--- src/hdl/wdtc_regs.svh ---
`ifndef WDTC_REGS_SVH
`define WDTC_REGS_SVH

// Byte offsets on the register bus
`define WDTC_OFF_CTRL 4'h0
`define WDTC_OFF_STAT 4'h4

// Field positions in watchdog_control
`define WDTC_BIT_IF 7
`define WDTC_BIT_IE 6
`define WDTC_BIT_P3 5
`define WDTC_BIT_CE 4
`define WDTC_BIT_RE 3
`define WDTC_BIT_P2 2
`define WDTC_BIT_P0 0

// Field position in reset_cause_status
`define WDTC_BIT_RF 3

// Timing
`define WDTC_CLK_KHZ 50000
`define WDTC_OSC_KHZ 128
`define WDTC_CHG_CYCLES 3'h4
`define WDTC_BASE_CYCLES 21'h00_0800
`define WDTC_SEL_MAX 4'h9
`define WDTC_CNT_W 21
`define WDTC_DIV_W 16

`endif

--- src/hdl/wdtc_pkg.sv ---
`include "wdtc_regs.svh"

package wdtc_pkg;

   typedef enum logic [1:0] {
      WDTC_STOPPED,
      WDTC_IRQ,
      WDTC_RESET,
      WDTC_IRQ_RESET
   } wdtc_mode_type;

   typedef struct packed {
      logic irq_flag;
      logic irq_en;
      logic chg_en;
      logic rst_en;
      logic [3:0] psel;
      logic [2:0] chg_cnt;
      logic [`WDTC_CNT_W-1:0] count;
      logic rst_flag;
      logic rst_pulse;
      logic ack;
      logic [7:0] rdata;
   } wdtc_state_type;

   typedef struct packed {
      logic [`WDTC_DIV_W-1:0] cnt;
      logic tick;
   } wdtc_div_type;

endpackage

--- src/hdl/wdtc_osc_tick.sv ---
`timescale 1ns/1ps
`default_nettype none

`include "wdtc_regs.svh"

module wdtc_osc_tick
   import wdtc_pkg::*;
#(
   parameter int unsigned DIV = 390
)
(
   input wire logic core_clk_i,
   input wire logic rstn_i,
   output logic tick_o
);

   wdtc_div_type d_reg;
   wdtc_div_type d_next;

   // Stands in for the free-running low-rate oscillator
   always_comb
   begin
      d_next = d_reg;
      d_next.tick = 1'b0;
      if (d_reg.cnt >= `WDTC_DIV_W'(DIV - 1))
      begin
         d_next.cnt = '0;
         d_next.tick = 1'b1;
      end
      else
      begin
         d_next.cnt = d_reg.cnt + `WDTC_DIV_W'(1);
      end
   end

   always_ff @(posedge core_clk_i)
   begin
      if (!rstn_i)
      begin
         d_reg <= '0;
      end
      else
      begin
         d_reg <= d_next;
      end
   end

   assign tick_o = d_reg.tick;

endmodule

`default_nettype wire

--- src/hdl/wdtc_top.sv ---
`timescale 1ns/1ps
`default_nettype none


`include "wdtc_regs.svh"

module wdtc_top
   import wdtc_pkg::*;
#(
   parameter int unsigned CLK_KHZ = `WDTC_CLK_KHZ,
   parameter int unsigned OSC_KHZ = `WDTC_OSC_KHZ
)
(
   input wire logic core_clk_i,
   input wire logic rstn_i,
   input wire logic [3:0] avs_address_i,
   input wire logic avs_read_i,
   input wire logic avs_write_i,
   input wire logic [31:0] avs_writedata_i,
   input wire logic [3:0] avs_byteenable_i,
   output logic [31:0] avs_readdata_o,
   output logic avs_waitrequest_o,
   input wire logic wdr_i,
   input wire logic irq_ack_i,
   input wire logic global_irq_en_i,
   input wire logic always_on_fuse_i,
   input wire logic clock_monitor_i,
   output logic irq_o,
   output logic sys_reset_o,
   output logic timeout_reset_flag_o
);

   // Oscillator period in system clocks, rounded down
   localparam int unsigned OSC_DIV = CLK_KHZ / OSC_KHZ;

   wdtc_state_type s_reg;
   wdtc_state_type s_next;
   wdtc_mode_type mode;
   logic osc_tick;
   logic req;
   logic done;
   logic wr_ctrl;
   logic wr_stat;
   logic timeout;
   logic [`WDTC_CNT_W-1:0] limit;
   logic [7:0] rd;
   logic [7:0] wd;

   // Terminal count for a prescaler code
   function automatic logic [`WDTC_CNT_W-1:0] limit_of(input logic [3:0] sel);
      logic [3:0] s;
      // Reserved codes behave as the longest period
      s = (sel > `WDTC_SEL_MAX) ? `WDTC_SEL_MAX : sel;
      limit_of = (`WDTC_BASE_CYCLES << s) - `WDTC_CNT_W'(1);
   endfunction

   function automatic wdtc_mode_type mode_of(
      input logic fuse,
      input logic mon,
      input logic re,
      input logic ie
   );
      logic active;
      active = fuse | re | ie;
      if (mon && active)
      begin
         mode_of = WDTC_RESET;
      end
      else if (fuse)
      begin
         mode_of = WDTC_RESET;
      end
      else
      begin
         case ({re, ie})
            2'b01: mode_of = WDTC_IRQ;
            2'b10: mode_of = WDTC_RESET;
            2'b11: mode_of = WDTC_IRQ_RESET;
            default: mode_of = WDTC_STOPPED;
         endcase
      end
   endfunction

   wdtc_osc_tick #(
      .DIV(OSC_DIV)
   ) u_osc (
      .core_clk_i(core_clk_i),
      .rstn_i(rstn_i),
      .tick_o(osc_tick)
   );

   // Clock monitor forces reset mode only while fuse, reset enable or interrupt enable is set
   assign mode = mode_of(always_on_fuse_i, clock_monitor_i, s_reg.rst_en, s_reg.irq_en);
   assign limit = limit_of(s_reg.psel);

   // Every access takes two cycles: one wait, then completion
   assign req = avs_read_i | avs_write_i;
   assign done = req & s_reg.ack;
   assign avs_waitrequest_o = req & ~s_reg.ack;
   assign wd = avs_writedata_i[7:0];
   assign wr_ctrl = done & avs_write_i & avs_byteenable_i[0] & (avs_address_i == `WDTC_OFF_CTRL);
   assign wr_stat = done & avs_write_i & avs_byteenable_i[0] & (avs_address_i == `WDTC_OFF_STAT);

   // Greater-or-equal so a shorter period still expires
   assign timeout = osc_tick & (mode != WDTC_STOPPED) & ~wdr_i & (s_reg.count >= limit);

   always_comb
   begin
      rd = 8'h00;
      case (avs_address_i)
         `WDTC_OFF_CTRL:
         begin
            rd[`WDTC_BIT_IF] = s_reg.irq_flag;
            rd[`WDTC_BIT_IE] = s_reg.irq_en;
            rd[`WDTC_BIT_P3] = s_reg.psel[3];
            rd[`WDTC_BIT_CE] = s_reg.chg_en;
            rd[`WDTC_BIT_RE] = s_reg.rst_en;
            rd[`WDTC_BIT_P2:`WDTC_BIT_P0] = s_reg.psel[2:0];
         end
         `WDTC_OFF_STAT:
         begin
            rd[`WDTC_BIT_RF] = s_reg.rst_flag;
         end
         default:
         begin
            rd = 8'h00;
         end
      endcase
   end

   always_comb
   begin
      s_next = s_reg;
      s_next.rst_pulse = 1'b0;

      // Bus handshake; read data captured in the wait cycle
      s_next.ack = req & ~s_reg.ack;
      if (req && !s_reg.ack)
      begin
         s_next.rdata = rd;
      end

      // Change window runs down in system clocks
      if (s_reg.chg_en)
      begin
         if (s_reg.chg_cnt == 3'h0)
         begin
            s_next.chg_en = 1'b0;
         end
         else
         begin
            s_next.chg_cnt = s_reg.chg_cnt - 3'h1;
         end
      end

      if (wr_ctrl)
      begin
         if (wd[`WDTC_BIT_IF])
         begin
            s_next.irq_flag = 1'b0;
         end
         s_next.irq_en = wd[`WDTC_BIT_IE];
         if (s_reg.chg_en)
         begin
            // One protected write closes the window
            s_next.rst_en = wd[`WDTC_BIT_RE];
            s_next.psel = {wd[`WDTC_BIT_P3], wd[`WDTC_BIT_P2:`WDTC_BIT_P0]};
            s_next.chg_en = 1'b0;
         end
         else
         begin
            // Outside the window reset enable may only be raised
            if (wd[`WDTC_BIT_RE])
            begin
               s_next.rst_en = 1'b1;
            end
            if (wd[`WDTC_BIT_CE])
            begin
               s_next.chg_en = 1'b1;
               s_next.chg_cnt = `WDTC_CHG_CYCLES - 3'h1;
            end
         end
      end

      if (wr_stat && !wd[`WDTC_BIT_RF])
      begin
         s_next.rst_flag = 1'b0;
      end

      if (irq_ack_i)
      begin
         s_next.irq_flag = 1'b0;
         if (mode == WDTC_IRQ_RESET)
         begin
            s_next.irq_en = 1'b0;
         end
      end

      if (wdr_i || mode == WDTC_STOPPED)
      begin
         s_next.count = '0;
      end
      else if (osc_tick)
      begin
         if (timeout)
         begin
            s_next.count = '0;
         end
         else
         begin
            s_next.count = s_reg.count + `WDTC_CNT_W'(1);
         end
      end

      if (timeout)
      begin
         case (mode)
            WDTC_IRQ:
            begin
               s_next.irq_flag = 1'b1;
            end
            WDTC_IRQ_RESET:
            begin
               // A handler entered this cycle counts as serviced
               if (s_next.irq_flag)
               begin
                  s_next.rst_pulse = 1'b1;
               end
               else
               begin
                  s_next.irq_flag = 1'b1;
               end
            end
            WDTC_RESET:
            begin
               s_next.rst_pulse = 1'b1;
            end
            default:
            begin
               s_next.rst_pulse = 1'b0;
            end
         endcase
      end

      // The system reset returns control to defaults
      if (s_next.rst_pulse)
      begin
         s_next.irq_flag = 1'b0;
         s_next.irq_en = 1'b0;
         s_next.chg_en = 1'b0;
         s_next.chg_cnt = 3'h0;
         s_next.rst_en = 1'b0;
         s_next.psel = 4'h0;
         s_next.count = '0;
         s_next.rst_flag = 1'b1;
      end

      // Forcing last so no write can undo it
      if (s_next.rst_flag)
      begin
         s_next.rst_en = 1'b1;
      end
      if (always_on_fuse_i)
      begin
         s_next.rst_en = 1'b1;
         s_next.irq_en = 1'b0;
      end
   end

   always_ff @(posedge core_clk_i)
   begin
      if (!rstn_i)
      begin
         s_reg <= '0;
      end
      else
      begin
         s_reg <= s_next;
      end
   end

   assign avs_readdata_o = {24'h00_0000, s_reg.rdata};

   // Clock-monitor mode must not raise interrupts
   assign irq_o = s_reg.irq_flag & s_reg.irq_en & global_irq_en_i
                  & ((mode == WDTC_IRQ) | (mode == WDTC_IRQ_RESET));

   assign sys_reset_o = s_reg.rst_pulse;
   assign timeout_reset_flag_o = s_reg.rst_flag;

endmodule

`default_nettype wire

--- config.mk ---
export PLATFORM = sky130hd
export DESIGN_NAME = wdtc_top
export DESIGN_NICKNAME = d
export VERILOG_FILES = /design/src/hdl/wdtc_pkg.sv /design/src/hdl/wdtc_osc_tick.sv /design/src/hdl/wdtc_top.sv
export VERILOG_INCLUDE_DIRS = /design/src /design/src/hdl
export SDC_FILE = /design/constraint.sdc
export NUM_CORES = 1
export LEC_CHECK = 0
export ABC_AREA = 1
export BUFFER_PORTS_ARGS = -buffer_cell sky130_fd_sc_hd__buf_2
export CAP_MARGIN = 25
export CORE_MARGIN = 3
export CORE_UTILIZATION = 35
export CTS_CLUSTER_DIAMETER = 60
export DETAILED_ROUTE_END_ITERATION = 16
export PLACE_DENSITY_LB_ADDON = 0.05
export SLEW_MARGIN = 20
export SYNTH_ARGS = -nofsm -noshare
export SYNTH_HDL_FRONTEND = slang
export SYNTH_SLANG_ARGS = --single-unit
--- constraint.sdc ---
create_clock -name core_clk_i -period 3.6 [get_ports core_clk_i]
set_input_delay 0.36 -clock core_clk_i [delete_from_list [all_inputs] [get_ports core_clk_i]]
set_output_delay 0.36 -clock core_clk_i [all_outputs]
set_load 0.1 [all_outputs]
Yosys cells after proc, flatten, opt, wreduce, memory -nomap -nowiden
Cells that the tools add are included.
{"block": "totals", "ff_bits": 60, "inputBits": 49, "out_inout_bits": 36, "wordCells": 100}
{"block": "classes", "n_addsub": 4, "order_cmp": 3, "n_eq_ne": 7, "shifts": 1, "muxes": 34, "bitwise": 19, "n_reduce_logical": 19}
{"op": "$mux 21", "n": 3}
{"op": "$mux 30", "n": 1}
{"op": "$add 21x1->21 const B", "n": 1}
{"op": "$ge 21x21->1", "n": 1}
{"op": "$shl 12x4->21 const A", "n": 1}
{"op": "$sub 21x1->21 const B", "n": 1}
{"op": "$add 16x1->16 const B", "n": 1}
{"op": "$ge 16x9->1 const B", "n": 1}
{"op": "$mux 3", "n": 5}
{"op": "$mux 1", "n": 14}
{"op": "$and 1x1->1", "n": 12}
{"op": "$mux 4", "n": 3}
{"op": "$mux 11", "n": 1}
{"op": "$eq 2x2->1 const B", "n": 4}
{"op": "$mux 2", "n": 4}
{"op": "$pmux 2 s3", "n": 1}
{"op": "$reduce_or 2->1", "n": 3}
{"op": "$reduce_or 3->1", "n": 2}
{"op": "$reduce_bool 5->1", "n": 1}
{"op": "$eq 2x1->1 const B", "n": 2}
{"op": "$eq 4x3->1 const B", "n": 1}
{"op": "$gt 4x4->1 const B", "n": 1}
{"op": "$logic_not 4->1", "n": 1}
{"op": "$or 1x1->1", "n": 4}
{"op": "other kinds (11)", "n": 18}

Longest topological paths before layout
{"block": "depth", "ltp_word": 14, "depth_mapped": 19, "depth_no_buf": 18}

Cells and area by module
Synthesis repeated with hierarchy kept, for this count alone.
{"block": "hier_totals", "cells_unflattened": 489, "hier_area_um2": 3480.8}
{"module": "wdtc_top", "n_inst": 1, "cells_each": 405, "area_per_inst_um2": 2776.4, "seq_area_each_um2": 860.8}
{"module": "wdtc_osc_tick", "n_inst": 1, "cells_each": 84, "area_per_inst_um2": 704.4, "seq_area_each_um2": 340.3}

Worst setup path before layout
Ideal clock, no wire load.
{"block": "synth_timing", "path_type": "input port to output port", "startpoint": "input always_on_fuse_i", "endpoint": "output irq_o", "arrival_ns": 2.019, "required_time_ns": 3.240, "slack_ns": 1.221, "stages": 3, "path_buffers": 0, "path_cell_list": "nor3_1 inv_1 nor2_1"}
{"block": "synth_between", "elab_chain_len": 7, "word_cells_on_any_way": 9, "classes_between": "eq/ne: 2; mux: 2; bitwise: 4; reduce/logical: 1"}
{"item": "from (decl)", "line_no": "wdtc_top.sv:26", "source": "input wire logic always_on_fuse_i,"}
{"item": "$or 1x1->1 (2 in series)", "line_no": "wdtc_top.sv:64", "source": "active = fuse | re | ie;"}
{"item": "$logic_and 1x1->1", "line_no": "wdtc_top.sv:65", "source": "if (mon && active)"}
{"item": "$mux 2 (*)", "line_no": "wdtc_top.sv:65"}
{"item": "$eq 2x1->1 or $eq 2x2->1 (tied branches)", "line_no": "wdtc_top.sv:286", "source": "& ((mode == WDTC_IRQ) | (mode == WDTC_IRQ_RESET));"}
{"item": "$or 1x1->1 (*)", "line_no": "wdtc_top.sv:286"}
{"item": "$and 1x1->1 (*)", "line_no": "wdtc_top.sv:286"}
{"item": "to (decl)", "line_no": "wdtc_top.sv:28", "source": "output logic irq_o,"}
Every way passes the cells marked *; elsewhere a longest branch is shown, timed or not.

Final worst setup path
{"block": "layout_timing", "startpoint": "register s_reg[38] in the netlist's numbering", "endpoint": "register s_reg[40] in the netlist's numbering"}
{"block": "layout_between", "elab_chain_len": 8}
{"item": "from (decl)", "line_no": "wdtc_top.sv:36", "source": "wdtc_state_type s_reg;"}
{"item": "from (signal assigned)", "line_no": "wdtc_top.sv:278", "source": "s_reg <= s_next;"}
{"item": "$gt 4x4->1 (no source line)"}
{"item": "$mux 4 (*)", "line_no": "wdtc_top.sv:53", "source": "s = (sel > `WDTC_SEL_MAX) ? `WDTC_SEL_MAX : sel;"}
{"item": "$shl 12x4->21 (no source line) (*)"}
{"item": "$sub 21x1->21 (*)", "line_no": "wdtc_top.sv:54", "source": "limit_of = (`WDTC_BASE_CYCLES << s) - `WDTC_CNT_W'(1);"}
{"item": "$ge 21x21->1 (*)", "line_no": "wdtc_top.sv:105", "source": "assign timeout = osc_tick & (mode != WDTC_STOPPED) & ~wdr_i & (s_reg.count >= limit);"}
{"item": "$and 1x1->1 (*)", "line_no": "wdtc_top.sv:105"}
{"item": "$mux 1 (*)", "line_no": "wdtc_top.sv:215", "source": "if (timeout)"}
{"item": "$reduce_or 2->1 (no source line) (*)"}
Marks and branches as above.
A chain may end at the register's enable or synchronous reset.

==> impl_metrics.json <==
{
  "outcome": "completed",
  "largest_reg_flops": 33,
  "synth_area_mm2": 0.003269,
  "crit_start": "s_reg[38]$_SDFFE_PP0P_",
  "hold_path_class": "input port to register",
  "finalCritPeriodShare_pct": 74.89,
  "antenna_found_initial": 0,
  "clk_pin_slew_ns": 0.08,
  "finalSetupViolCount": 0,
  "hold_buffers": 0,
  "yosysTopAreaCellShare_pct": 36.74,
  "async_reset_ff_share_pct": 0,
  "yosysMostFrequentCell": "nand2_1",
  "track_usage_pct": 14.12,
  "drt_iter0_drc": 97,
  "ys_warn_count": 0,
  "drcViolationCount": 0,
  "critPathArrivalTime_ns": 2.89,
  "powerDensity_mw_per_mm2": 424.6,
  "synthTopCellsByArea": "dfxtp_1, nand2_1, nor2_1",
  "fin_ws_ns": 0.9039,
  "die_x_um": 102.7,
  "die_y_um": 102.7,
  "endpoint_kind": "register",
  "clkSinkCount": 60,
  "leakage_nw": 1.483,
  "maxCapViolCount": 0,
  "numPortBuffers": 33,
  "dp_hpwl_um": 5304,
  "drive_above_1_share_pct": 14.11,
  "cts_made_buffers": 9,
  "max_clock_freq_ghz": 0.3709,
  "synthFlopType": "dfxtp_1",
  "synth_cell_types": 38,
  "cts_tree": "built",
  "coreArea_mm2": 0.008891,
  "antennaDiodeCount": 0,
  "syn_to_final_growth_pct": 11.10,
  "slew-limit-headroom_pct": 58.26,
  "synth-edff-count": 0,
  "slew_viol_final": 0,
  "htree_num_levels": 3,
  "worstMarginPinSlew_ns": 0.6238,
  "grt_pass1_wl_um": 11720,
  "clk_path_buf_depth": 2,
  "avgSynthCellArea_um2": 7.347,
  "vias": 2696,
  "dieArea_mm2": 0.01054,
  "clock_latency_ns": 0.34,
  "clock_skew_ns": 0.01191,
  "hold_start": "always_on_fuse_i",
  "worstPathRequired_ns": 3.79,
  "grt_pass1_vias": 2506,
  "gp_congestion": 0.7912,
  "rows": 34,
  "cts_setup_buffers": 0,
  "setup_tns_ns": 0,
  "yosys.area.top_type": "dfxtp_1",
  "cts_root_buf": "clkbuf_8",
  "avgViaCountPerCell": 4.516,
  "ys_seq_elements": 60,
  "initial_core_util_pct": 36.77,
  "drtAntennaViolNets": 0,
  "grt_overflow_total": 0,
  "critical_path_class": "register to register",
  "cp-start-kind": "register",
  "fin_nets": 550,
  "r2r-start": "s_reg[38]$_SDFFE_PP0P_",
  "ys_seq_area_share_pct": 36.74,
  "dr.pass1.iters": 4,
  "avgRoutedWirePerCell_um": 11.37,
  "finalHoldViolCount": 0,
  "peakVddDrop_v": 0.0001587,
  "rsz0062_at_grt": "false",
  "post_cts_resized": 0,
  "io_pins": 85,
  "synthTopCellsByCount": "nand2_1, nor2_1, dfxtp_1",
  "pre_cts_slack_ns": 0.9078,
  "crit_path_max_fanout": 10,
  "netlist_instances": 445,
  "period_minus_slack_ns": 2.696,
  "grt_max_degree": 20,
  "wirelength_um": 6786
}
metal layers:
| metal | global-route usage [%] | vias up | part of all wire (%) |
|---|---|---|---|
| met5 | 0 | - | 0 |
| met4 | 4.036 | 0 | 0.96 |
| met3 | 5.210 | 6 | 4.6 |
| met2 | 21.70 | 48 | 44 |
| met1 | 18.60 | 1201 | 51 |
| li1 | - | 1441 | - |
logic make-up after synthesis:
logic type | synth area share (%)
AOI/OAI and AO/OA | 8.955
DFF | 36.74
xor gates and xnor gates | 4.554
other | 0.2297
adders and majority gates | 6.506
buffers and inverters | 13.89
and+or+nand+nor | 29.12
placed cells by master (no fill, tap or decap), drive strengths merged, types with 2 or more instances in the layout:
cell type  instances
nand4              5
nor4               3
clkbuf             9
xnor2              6
xor2              11
conb              32
clkinv             2
o21ai             18
nor3b              3
inv               54
o211ai             2
buf               34
nor2              75
ha                17
nand2             78
dfxtp             60
a31oi              3
nor3              12
nand3             28
a21oi             26
power by group:
| group | internal (mW) | switching [mW] | total (mW) |
|---|---|---|---|
| clock network | 0.329 | 0.304 | 0.633 |
| registers | 0.677 | 0.00594 | 0.683 |
| logic | 0.0256 | 0.201 | 0.227 |
| total | 1.03 | 0.511 | 1.54 |
critical path, cell delays in order, from the launching register on:
cell and delay [ns]:
dfxtp_1 0.45, inv_1 0.12, nand4_1 0.15, ha_1 0.21, nand2_1 0.08, xnor2_1 0.13, ha_1 0.27, nand2_1 0.04
nor2_1 0.18, a21boi_0 0.22, nor2_1 0.07, nand2_1 0.14, nand3_2 0.18, nand2_2 0.25, a211oi_1 0.06
per-stage QoR:
| stage | power, mW | utilization (%) | hold slack (ns) | cells | area [um^2] |
|---|---|---|---|---|---|
| 5_1_grt | 1.613 | 40.85 | 0.2240 | 597 | 3632 |
| 4_1_cts | 1.572 | 40.85 | 0.2115 | 597 | 3632 |
| 3_5_place_dp | 0.9254 | 38.54 | 0.4736 | 581 | 3427 |
| 3_3_place_gp | 0.9245 | 38.54 | 0.4643 | 581 | 3427 |
| 6_report | 1.542 | 40.85 | 0.2381 | 597 | 3632 |
| 2_1_floorplan | 0.9237 | - | 0.4393 | 475 | 3382 |
worst paths after layout:
path	slack, ns	cells past startpoint	end
max	0.90	14	s_reg[40]$_SDFF_PP0_
min	0.24	2	s_reg[41]$_SDFF_PP0_
max reg2reg	0.90	14	s_reg[40]$_SDFF_PP0_
min reg2reg	0.48	2	avs_readdata_o[7]$_SDFFE_PN0P_
final cells by class:
cell class	instances	area (um^2)
clock buffer	9	123.9
clock inverter	7	81.33
fill	966	5259
inverter	51	191.4
multi-input combinational	328	1727
sequential	60	1201
tap	108	135.1
timing repair buffer	34	172.7
No activity file was read; power rests on OpenSTA's default activity.
